[src/core/brake_sequencer_pwm_defs.vh]
`ifndef BRAKE_SEQUENCER_PWM_DEFS_VH
`define BRAKE_SEQUENCER_PWM_DEFS_VH
// register byte offsets
`define OFS_CTRL 8'h00
`define OFS_PRE_REL 8'h04
`define OFS_POST_REL 8'h08
`define OFS_PRE_ENG 8'h0C
`define OFS_POST_ENG 8'h10
`define OFS_PWM_FREQ 8'h14
`define OFS_PWM_DUTY 8'h18
`define OFS_STATUS 8'h1C
// ctrl fields
`define CTRL_AUTO_BIT 2
`define CTRL_MANUAL_BIT 0
// reset values
`define CTRL_RST 32'h0000_0004
`define DELAY_RST 16'h0000
`define FREQ_RST 11'h3E8
`define DUTY_RST 7'h64
// limits
`define FREQ_MAX 11'h7D0
`define DUTY_MIN 7'h02
`define DUTY_MAX 7'h64
// timing
`define CLK_HZ 100000000
`define DELAY_UNIT_US 1000
`define CLK_PERIOD_NS 10
`endif

[src/core/brake_sequencer_pwm.v]
// Added by the designer: the placing of the registers and the AHB-Lite register port.
`include "brake_sequencer_pwm_defs.vh"
`default_nettype none
// Operation
// - on an enable request the motor current goes on first, then the pre-release delay elapses.
// - after that delay the brake releases, the post-release delay elapses, then the enabled state is reported.
// - on a request to leave the enabled state the motor is brought to standstill, then the pre-engage delay elapses.
// - then the brake engages, the post-engage delay elapses, and the motor current is switched off.
// - while released in automatic mode, the brake output is a PWM signal with configurable frequency and duty cycle.
// - the PWM frequency is given in hertz and settings above 2000 are refused.
// - the duty setting is a percentage accepted only from 2 to 100.
// - a duty of 100 holds the brake output continuously on.
// - high time is the duty percentage of a period that does not depend on the duty.
// - sequences start only with the automatic bit set; clearing it runs the engage sequence to the off state, then the manual bit drives the brake.
// - in automatic mode the brake stays engaged outside the enabled sequence.
module brake_sequencer_pwm #(
  parameter integer TICK_CYCLES = (`CLK_HZ / 1000000) * `DELAY_UNIT_US,
  parameter integer DELAY_W = 16
) (
  input wire hclk,
  input wire hresetn,
  input wire hsel,
  input wire [7:0] haddr,
  input wire [1:0] htrans,
  input wire hwrite,
  input wire [2:0] hsize,
  input wire [31:0] hwdata,
  input wire hready,
  output reg [31:0] hrdata,
  output reg hreadyout,
  output reg hresp,
  input wire enable_req,
  input wire standstill,
  output reg motor_current_on,
  output reg halt_req,
  output reg brake_out,
  output reg op_enabled
);
  localparam [2:0] ST_OFF = 3'd0;
  localparam [2:0] ST_PRE_REL = 3'd1;
  localparam [2:0] ST_POST_REL = 3'd2;
  localparam [2:0] ST_ENABLED = 3'd3;
  localparam [2:0] ST_STOP = 3'd4;
  localparam [2:0] ST_PRE_ENG = 3'd5;
  localparam [2:0] ST_POST_ENG = 3'd6;
  localparam [27:0] CLK_HZ_W = `CLK_HZ;
  localparam [31:0] CTRL_RST_W = `CTRL_RST;
  localparam [0:0] AUTO_RST = CTRL_RST_W[`CTRL_AUTO_BIT];

  reg auto_r, manual_r;
  reg [DELAY_W-1:0] pre_rel_r, post_rel_r, pre_eng_r, post_eng_r;
  reg [10:0] freq_r;
  reg [6:0] duty_r;
  reg wr_pend_r;
  reg [7:0] wr_addr_r;
  reg [2:0] state_r, state_nxt;
  reg [DELAY_W:0] wait_r; // one spare bit so a full-scale delay can still be exceeded
  reg [31:0] tick_cnt_r;
  reg tick_r;
  reg [27:0] acc_r;
  reg [6:0] step_r;
  reg pwm_r;
  reg still_m_r, still_r;
  wire accept;
  wire wait_done;
  reg [DELAY_W-1:0] delay_sel;

  function [31:0] read_mux;
    input [7:0] a;
    begin
      case (a)
        `OFS_CTRL: read_mux = {29'h0, auto_r, 1'b0, manual_r};
        `OFS_PRE_REL: read_mux = {{(32-DELAY_W){1'b0}}, pre_rel_r};
        `OFS_POST_REL: read_mux = {{(32-DELAY_W){1'b0}}, post_rel_r};
        `OFS_PRE_ENG: read_mux = {{(32-DELAY_W){1'b0}}, pre_eng_r};
        `OFS_POST_ENG: read_mux = {{(32-DELAY_W){1'b0}}, post_eng_r};
        `OFS_PWM_FREQ: read_mux = {21'h0, freq_r};
        `OFS_PWM_DUTY: read_mux = {25'h0, duty_r};
        `OFS_STATUS: read_mux = {25'h0, still_r, op_enabled, brake_out, state_r, 1'b0};
        default: read_mux = 32'h0000_0000;
      endcase
    end
  endfunction

  // zero-wait slave: address phase latched, write lands in the data phase
  assign accept = hsel & hready & htrans[1];

  always @(posedge hclk or negedge hresetn) begin
    if (!hresetn) begin
      hreadyout <= 1'b0;
      hresp <= 1'b0;
      hrdata <= 32'h0000_0000;
      wr_pend_r <= 1'b0;
      wr_addr_r <= 8'h00;
    end else begin
      hreadyout <= 1'b1;
      hresp <= 1'b0; // always OKAY, unmapped reads give zero
      wr_pend_r <= accept & hwrite;
      if (accept) begin
        wr_addr_r <= haddr;
        hrdata <= read_mux(haddr);
      end
    end
  end

  // register writes; out-of-range frequency or duty is dropped, old value kept
  always @(posedge hclk or negedge hresetn) begin
    if (!hresetn) begin
      auto_r <= AUTO_RST;
      manual_r <= 1'b0;
      pre_rel_r <= `DELAY_RST;
      post_rel_r <= `DELAY_RST;
      pre_eng_r <= `DELAY_RST;
      post_eng_r <= `DELAY_RST;
      freq_r <= `FREQ_RST;
      duty_r <= `DUTY_RST;
    end else if (wr_pend_r) begin
      case (wr_addr_r)
        `OFS_CTRL: begin
          auto_r <= hwdata[`CTRL_AUTO_BIT];
          manual_r <= hwdata[`CTRL_MANUAL_BIT];
        end
        `OFS_PRE_REL: pre_rel_r <= hwdata[DELAY_W-1:0];
        `OFS_POST_REL: post_rel_r <= hwdata[DELAY_W-1:0];
        `OFS_PRE_ENG: pre_eng_r <= hwdata[DELAY_W-1:0];
        `OFS_POST_ENG: post_eng_r <= hwdata[DELAY_W-1:0];
        `OFS_PWM_FREQ: begin
          if (hwdata[31:11] == 21'h0 && hwdata[10:0] != 11'h0 && hwdata[10:0] <= `FREQ_MAX)
            freq_r <= hwdata[10:0];
        end
        `OFS_PWM_DUTY: begin
          if (hwdata[31:7] == 25'h0 && hwdata[6:0] >= `DUTY_MIN && hwdata[6:0] <= `DUTY_MAX)
            duty_r <= hwdata[6:0];
        end
        default: ;
      endcase
    end
  end

  // standstill comes from the power stage, so it is synchronised first
  always @(posedge hclk or negedge hresetn) begin
    if (!hresetn) begin
      still_m_r <= 1'b0;
      still_r <= 1'b0;
    end else begin
      still_m_r <= standstill;
      still_r <= still_m_r;
    end
  end

  // delay time base: one enable pulse per delay unit
  always @(posedge hclk or negedge hresetn) begin
    if (!hresetn) begin
      tick_cnt_r <= 32'h0000_0000;
      tick_r <= 1'b0;
    end else begin
      tick_r <= (tick_cnt_r == TICK_CYCLES - 1);
      tick_cnt_r <= (tick_cnt_r == TICK_CYCLES - 1) ? 32'h0000_0000 : tick_cnt_r + 32'h0000_0001;
    end
  end

  always @* begin
    case (state_r)
      ST_PRE_REL: delay_sel = pre_rel_r;
      ST_POST_REL: delay_sel = post_rel_r;
      ST_PRE_ENG: delay_sel = pre_eng_r;
      ST_POST_ENG: delay_sel = post_eng_r;
      default: delay_sel = {DELAY_W{1'b0}};
    endcase
  end
  // tick phase is free-running, so count one tick past the setting: a wait of n units lasts n to n+1 units,
  // never less than programmed
  assign wait_done = (wait_r > {1'b0, delay_sel});

  // brake sequence
  always @* begin
    state_nxt = state_r;
    case (state_r)
      ST_OFF: if (auto_r && enable_req) state_nxt = ST_PRE_REL;
      ST_PRE_REL: begin
        if (!auto_r || !enable_req) state_nxt = ST_STOP;
        else if (wait_done) state_nxt = ST_POST_REL;
      end
      ST_POST_REL: begin
        if (!auto_r || !enable_req) state_nxt = ST_STOP;
        else if (wait_done) state_nxt = ST_ENABLED;
      end
      ST_ENABLED: if (!auto_r || !enable_req) state_nxt = ST_STOP;
      ST_STOP: if (still_r) state_nxt = ST_PRE_ENG;
      ST_PRE_ENG: if (wait_done) state_nxt = ST_POST_ENG;
      ST_POST_ENG: if (wait_done) state_nxt = ST_OFF;
      default: state_nxt = ST_OFF;
    endcase
  end

  always @(posedge hclk or negedge hresetn) begin
    if (!hresetn) begin
      state_r <= ST_OFF;
      wait_r <= {(DELAY_W+1){1'b0}};
    end else begin
      state_r <= state_nxt;
      if (state_nxt != state_r)
        wait_r <= {(DELAY_W+1){1'b0}};
      else if (tick_r && !wait_done)
        wait_r <= wait_r + {{DELAY_W{1'b0}}, 1'b1};
    end
  end

  // pwm: 100 duty steps per period at freq*100 steps per second; period set by freq alone
  always @(posedge hclk or negedge hresetn) begin
    if (!hresetn) begin
      acc_r <= 28'h0000000;
      step_r <= 7'h00;
      pwm_r <= 1'b0;
    end else begin
      if (acc_r + {7'h00, freq_r, 2'b00} * 28'd25 >= CLK_HZ_W) begin
        acc_r <= acc_r + {7'h00, freq_r, 2'b00} * 28'd25 - CLK_HZ_W;
        step_r <= (step_r == `DUTY_MAX - 7'h01) ? 7'h00 : step_r + 7'h01;
      end else begin
        acc_r <= acc_r + {7'h00, freq_r, 2'b00} * 28'd25;
      end
      pwm_r <= (duty_r == `DUTY_MAX) | (step_r < duty_r);
    end
  end

  // registered outputs
  always @(posedge hclk or negedge hresetn) begin
    if (!hresetn) begin
      motor_current_on <= 1'b0;
      halt_req <= 1'b0;
      brake_out <= 1'b0;
      op_enabled <= 1'b0;
    end else if (!auto_r && state_r == ST_OFF) begin
      motor_current_on <= enable_req;
      halt_req <= 1'b0;
      brake_out <= manual_r;
      op_enabled <= enable_req;
    end else begin
      motor_current_on <= (state_r != ST_OFF);
      halt_req <= (state_r == ST_STOP) | (state_r == ST_PRE_ENG) | (state_r == ST_POST_ENG);
      // released only from release step until the engage step
      brake_out <= ((state_r == ST_POST_REL) | (state_r == ST_ENABLED) | (state_r == ST_STOP) |
                    (state_r == ST_PRE_ENG)) & pwm_r;
      op_enabled <= (state_r == ST_ENABLED);
    end
  end
endmodule
`default_nettype wire

[config.mk]
export PLATFORM = sky130hd
export DESIGN_NAME = brake_sequencer_pwm
export DESIGN_NICKNAME = d
export VERILOG_FILES = /design/src/core/brake_sequencer_pwm.v
export VERILOG_INCLUDE_DIRS = /design/src /design/src/core
export SDC_FILE = /design/constraint.sdc
export NUM_CORES = 1
export LEC_CHECK = 0
export ABC_AREA = 1
export BUFFER_PORTS_ARGS = -buffer_cell sky130_fd_sc_hd__buf_2
export CAP_MARGIN = 25
export CORE_MARGIN = 2
export CORE_UTILIZATION = 45
export CTS_CLUSTER_DIAMETER = 50
export DETAILED_ROUTE_END_ITERATION = 6
export GPL_ROUTABILITY_DRIVEN = 0
export PLACE_DENSITY_LB_ADDON = 0.25
export SLEW_MARGIN = 20
export SYNTH_ARGS = -nofsm -noshare
export SYNTH_HDL_FRONTEND = slang
export SYNTH_SLANG_ARGS = --single-unit
[constraint.sdc]
create_clock -name hclk -period 10.4 [get_ports hclk]
set_input_delay 1.56 -clock hclk [delete_from_list [all_inputs] [get_ports hclk]]
set_output_delay 1.56 -clock hclk [all_outputs]
set_load 0.1 [all_outputs]
=== Word-level counts from Yosys, hierarchy flattened ===
Cells that the tools add are included.
Widths: inputs -> output; s select.

* Flip-flop bits (word level): 221
* Bits in latches: 0
* RAM bits: 0
* Memory bits (read-only): 0
* Output and inout port bits: 38
* Memories: 0

* $add $sub $neg: 5
* Multipliers: 1
* Div/mod/pow operators: 0
* $lt $le $gt $ge: 6
* Eq/ne operators: 23
* Shift-type cells: 0
* Muxes and demuxes: 21
* Bitwise operators: 10
* Reductions and logical operators: 26

{| class="wikitable"
|+ Operators by type and width
! operator !! count
|-
| $pmux 16 s8 || 1
|-
| $pmux 16 s4 || 1
|-
| $eq 8x5->1 const B || 7
|-
| $mux 17 || 2
|-
| $add 32x1->32 const B || 1
|-
| $eq 32x17->1 const B || 1
|-
| $eq 8x4->1 const B || 4
|-
| $mux 32 || 1
|-
| $add 28x18->28 || 1
|-
| $ge 28x27->1 const B || 1
|-
| $mux 28 || 1
|-
| $sub 28x27->28 const B || 1
|-
| $mux 3 || 9
|-
| $logic_not 25->1 || 1
|-
| $logic_not 21->1 || 1
|-
| $pmux 3 s7 || 1
|-
| $add 17x1->17 const B || 1
|-
| $gt 17x16->1 || 1
|-
| $eq 8x3->1 const B || 2
|-
| $logic_not 8->1 || 2
|-
| $mul 11x5->16 const B || 1
|-
| $eq 7x7->1 const B || 2
|-
| $le 11x11->1 const B || 1
|-
| $reduce_bool 11->1 || 1
|-
| other kinds (20) || 47
|}

=== Logic depth before layout (Yosys ltp) ===
* Word-level depth: 8
* Depth in mapped cells: 35

=== Worst setup path before layout ===
Ideal clock, no wire load.

* Path kind: register to register
* From: reg freq_r[7]
* To: reg step_r[5]
* Data arrival time: 4785 ps
* Path slack: 5497 ps
* Stages on the path, launching flop included: 34
* Period minus slack after synthesis: 4903 ps
* Cells stage by stage: dfstp_2 > ha_1 > ha_1 > inv_1 > fa_1 > inv_1 > ha_1 > a21oi_1 > o21ai_0 > a21oi_1 > nor2_1 > o21ai_0 > nand2_1 > a21oi_1 > nor2_1 > nor2_1 > xor2_1 > ha_1 > nand2_1 > nor2_1 > inv_1 > nor2_1 > nand3b_1 > nand3_1 > nand2_1 > nand2_2 > nand2_2 > nor2_4 > inv_2 > nor2_2 > nand2_4 > buf_2 > nand3_1 > nand2_1

* Word-level cells in the longest chain between the ends: 3

{| class="wikitable"
|+ RTL lines
! element !! RTL line !! source
|-
| from (decl) || brake_sequencer_pwm.v:52 || <nowiki>reg [10:0] freq_r;</nowiki>
|-
| from (signal assigned) || brake_sequencer_pwm.v:115 || <nowiki>freq_r <= `FREQ_RST;</nowiki>
|-
| from (signal assigned) || brake_sequencer_pwm.v:129 || <nowiki>freq_r <= hwdata[10:0];</nowiki>
|-
| $mul 11x5->16 || brake_sequencer_pwm.v:216 || <nowiki>if (acc_r + {7'h00, freq_r, 2'b00} * 28'd25 >= CLK_HZ_W) begin</nowiki>
|-
| $add 28x18->28 || brake_sequencer_pwm.v:216 ||
|-
| $ge 28x27->1 || brake_sequencer_pwm.v:216 ||
|-
| to (signal assigned) || brake_sequencer_pwm.v:218 || <nowiki>step_r <= (step_r == `DUTY_MAX - 7'h01) ? 7'h00 : step_r + 7'h01;</nowiki>
|-
| to (decl) || brake_sequencer_pwm.v:61 || <nowiki>reg [6:0] step_r;</nowiki>
|}

No other way between the ends.
A chain may end at the register's enable or synchronous reset.

=== Worst setup path after layout ===
* From: reg freq_r[3]
* To: reg acc_r[13]

* Word-level cells in the longest chain between the ends: 4

{| class="wikitable"
|+ RTL lines
! element !! RTL line !! source
|-
| $mul 11x5->16 (*) || brake_sequencer_pwm.v:216, brake_sequencer_pwm.v:217, brake_sequencer_pwm.v:220 ||
|-
| $add 28x18->28 (*) || brake_sequencer_pwm.v:216, brake_sequencer_pwm.v:217, brake_sequencer_pwm.v:220 ||
|-
| $sub 28x27->28 / $ge 28x27->1 (equally long branches) || brake_sequencer_pwm.v:217, brake_sequencer_pwm.v:216 ||
|-
| $mux 28 (*) || brake_sequencer_pwm.v:216 ||
|-
| to (signal assigned) || brake_sequencer_pwm.v:217 || <nowiki>acc_r <= acc_r + {7'h00, freq_r, 2'b00} * 28'd25 - CLK_HZ_W;</nowiki>
|-
| to (signal assigned) || brake_sequencer_pwm.v:220 || <nowiki>acc_r <= acc_r + {7'h00, freq_r, 2'b00} * 28'd25;</nowiki>
|-
| to (decl) || brake_sequencer_pwm.v:60 || <nowiki>reg [27:0] acc_r;</nowiki>
|}

Mark *: on every way between the ends. The rest lies on a longest branch, timed or not.

==> metrics.md <==
| Metric | Value |
|---|---|
| Status | completed |
| H-tree levels | 1 |
| Max-cap check violation count | 0 |
| Gate power share | under 10% |
| Async set-reset flop share out of synthesis | 100% |
| Post-cts resize count | 0 |
| Main combinational cell family by area after synthesis | simple AND/OR/NAND/NOR gates |
| Arr. time, crit path | 6.52 ns |
| ANT cells | 0 |
| Filler Cells Inserted | 2,739 |
| Total GRT Usage | 22.5% |
| Worst Setup End Kind | register |
| Clock Root Buffer | clkbuf_16 |
| F_max | 0.164 GHz |
| TNS Setup | 0 ns |
| Die height | ~180 um |
| Synth top area share | 36.4% |
| CP Class | reg2reg |
| Unrepaired setup endpoints after global routing | false |
| Die ar. | 30,900 um2 |
| Top_reg_cell synth | dfrtp_1 |
| Simple-gate share of the synthesized area | between 20% and 30% |
| Final Max Tran Viols | 0 |
| Vias in the first global route | 11,100 |
| Sequential area share after synthesis | 38.4% |
| Sequential power share | 42.7% |
| Adder-Cell Fraction of Synth Area | 8.89% |
| Most used cell, CP | nand2_1 |
| Post-route DRC violation count | 0 |
| Place WS | 4.33 ns |
| Worst hold path cell count | 0 |
| Most common cell after layout, fill and taps aside | nand2_1 |
| Yosys warnings | 0 |
| Crit path largest cell delay | ~0.6 ns |
| Hold buffer count at CTS | 0 |
| Internal power | 1.49 mW |
| Worst endpoint required time | between 10 and 15 ns |
| Mux cell area share after synthesis | 0% |
| P_leak | between 8 and 9 nW |
| Cell count after synthesis | 1,742 |
| #FFs+latches synth | 203 |
| Initial Util | 46.0% |
| Fin util | between 50% and 60% |
| Clock slew at reported path FFs | 0.05 ns |
| CTS Sinks | between 200 and 250 |
| Layout cell share with drive strength beyond 1 | roughly 11% |
| Top post-synthesis cells by area | dfrtp_1 36%, nand2_1 12%, ha_1 7.8% |
| First-pass GRT wire length | around 56,000 um |
| Initial antenna violation count | 2 |
| Clock power share | 49.5% |
| Largest net degree at the start of global routing | 80 |
| Final Hold Vio Count | 0 |
| Worst VDD drop | 0.130 mV |
| ANT nets after route | 0 |
| Mapped Area | 13,300 um2 |
| Critical Path Start Type | register |
| Clock Path Buffers | 3 |
| Final worst-path cycle share | 58.8% |
| Worst setup margin | 4.29 ns |
| Total grt overflow | 0 |
| DRT Pass-1 Iters | 7 |
| Vias | 11,700 |
| FP Rows | 62 |
| Avg WL per Cell | 15.3 um |
| Area growth syn-to-layout | 13.0% |
| Final WL | 34,200 um |
| Port bufs | between 60 and 70 |
| Dpl hpwl | 25,600 um |
| Commonest non-fill, non-tap cells in the layout | 438 x nand2_1, 261 x inv_1, 193 x dfrtp_1 |
| Cell taking the most area after synthesis | dfrtp_1 |
| Vias per Instance | 5.26 |
| Sw Ratio | 26.2% |
| Num CTS Buffers | 30 |
| Chip Width | about 180 um |
| Post-synth EDFFs | 0 |
| Avg Inst Size Synth | 7.61 um2 |
| Number of I/O pins | 90 |
| Slew margin rel. | 34.2% |
| Worst R2R Path Depth | 31 |
| Total Nets Final | between 1,500 and 2,000 |
| Post-synthesis cell type count | 51 |
| Clock skew | a little under 0.02 ns |
| Area fraction in compound gates after synthesis | 12.1% |
| Min Tclk post-route | 6.11 ns |
| Net Sw Power | ~530 uW |
| Final setup fails | 0 |
| Min-Delay Path Class | reg2reg |
| CTS tree | done |
| Core Box Area | about 29,000 um2 |
| Worst-skew pair later-pin latency | 0.55 ns |
| Drt initial violations | 957 |
| Worst-margin pin slew | 0.963 ns |
| CP Max Fanout | 40 |
| Setup bufs post-CTS | 0 |
| PD cells | 135 nW/um2 |
| CP max-delay cell | dfstp_2 |
| XOR/XNOR share of the synthesized area | 4.36% |
-- logic make-up after synthesis --
group,after synthesis
buf+inv,323
compound gates,267
flops,203
xor+xnor,66
other cells,2
fa+ha+maj,90
simple gates,791
-- sequential cells by signal (all words and copies together), names as in the netlist, 8 cells and up --
register    cells
pre_rel_r      16
acc_r          26
hrdata         16
wr_addr_r       8
post_eng_r     16
tick_cnt_r     32
pre_eng_r      16
wait_r         17
post_rel_r     16
freq_r         11
-- final cells by class --
class | count | area, um2 | share of cell area, %
multi-input combinational | 1232 | 6910 | 46.1
sequential | 203 | 5090 | 34.0
inverter | 272 | 1020 | 6.81
clock buffer | 40 | 828 | 5.52
timing repair buffer | 81 | 483 | 3.22
tap | 384 | 480 | 3.20
clock inverter | 15 | 175 | 1.17
-- synth_stat cells, types with 7 or more instances --
master	count
nor3_1	23
o22ai_1	23
nor2_1	124
nor2_2	10
buf_4	18
dfrtp_1	193
nand3_1	97
o21ai_2	10
a221oi_1	25
a21oi_1	34
inv_1	261
nand3b_1	10
nor4_1	23
inv_2	8
xor2_1	47
dfstp_2	10
fa_1	7
o21ai_0	138
ha_1	83
nand2_1	438
nand2_2	21
xnor2_1	19
clkbuf_1	25
nand4_1	24
-- routing by layer --
| metal | track usage (%) | up-vias | wire (um) |
|---|---|---|---|
| met5 | 0 | - | 24 |
| met4 | 6.75 | 4 | 993 |
| met3 | 3.83 | 70 | 2100 |
| met2 | 36.6 | 340 | 15300 |
| met1 | 30.9 | 5472 | 15700 |
| li1 | - | 5830 | - |
-- worst max-delay path: cells and delay by family, from the launching register on --
| kind | cells | cell delay (ns) |
|---|---|---|
| compound gates | 6 | 0.96 |
| xor+xnor | 1 | 0.39 |
| fa+ha+maj | 5 | 1.80 |
| buf+inv | 3 | 0.17 |
| flops | 1 | 0.60 |
| simple gates | 16 | 2.03 |
-- path summary, 6_finish.rpt --
check	slack, ns	start	endpoint
setup / recovery	4.29	freq_r[3]$_DFFE_PN1P_	acc_r[13]$_DFF_PN0_
hold / removal	0.35	still_m_r$_DFF_PN0_	still_r$_DFF_PN0_
setup reg to reg	4.29	freq_r[3]$_DFFE_PN1P_	acc_r[13]$_DFF_PN0_
hold reg to reg	0.35	still_m_r$_DFF_PN0_	still_r$_DFF_PN0_
max in group asynchronous	8.03	hresetn	acc_r[27]$_DFF_PN0_
min in group asynchronous	1.04	hresetn	wait_r[14]$_DFFE_PN0P_
-- power by group through the flow --
stage               Combinational [mW]  Sequential, mW  Clock [mW]
detailed placement               0.158           0.876           0
floorplan                       0.0987           0.880           0
CTS                              0.158           0.863        1.02
finish                           0.157           0.864        1.00
global placement                 0.153           0.875           0
global route                     0.177           0.869        1.05
-- per-stage QoR --
stage,std cells,power [mW],instance area (um2),hold slack [ns]
CTS,2224,2.04,14900,0.347
global route,2227,2.10,15000,0.359
global placement,2165,1.03,13900,0.333
floorplan,1758,0.979,13300,0.331
finish,2227,2.02,15000,0.345
detailed placement,2169,1.03,13900,0.335
Power figures use the tool's default switching activity.
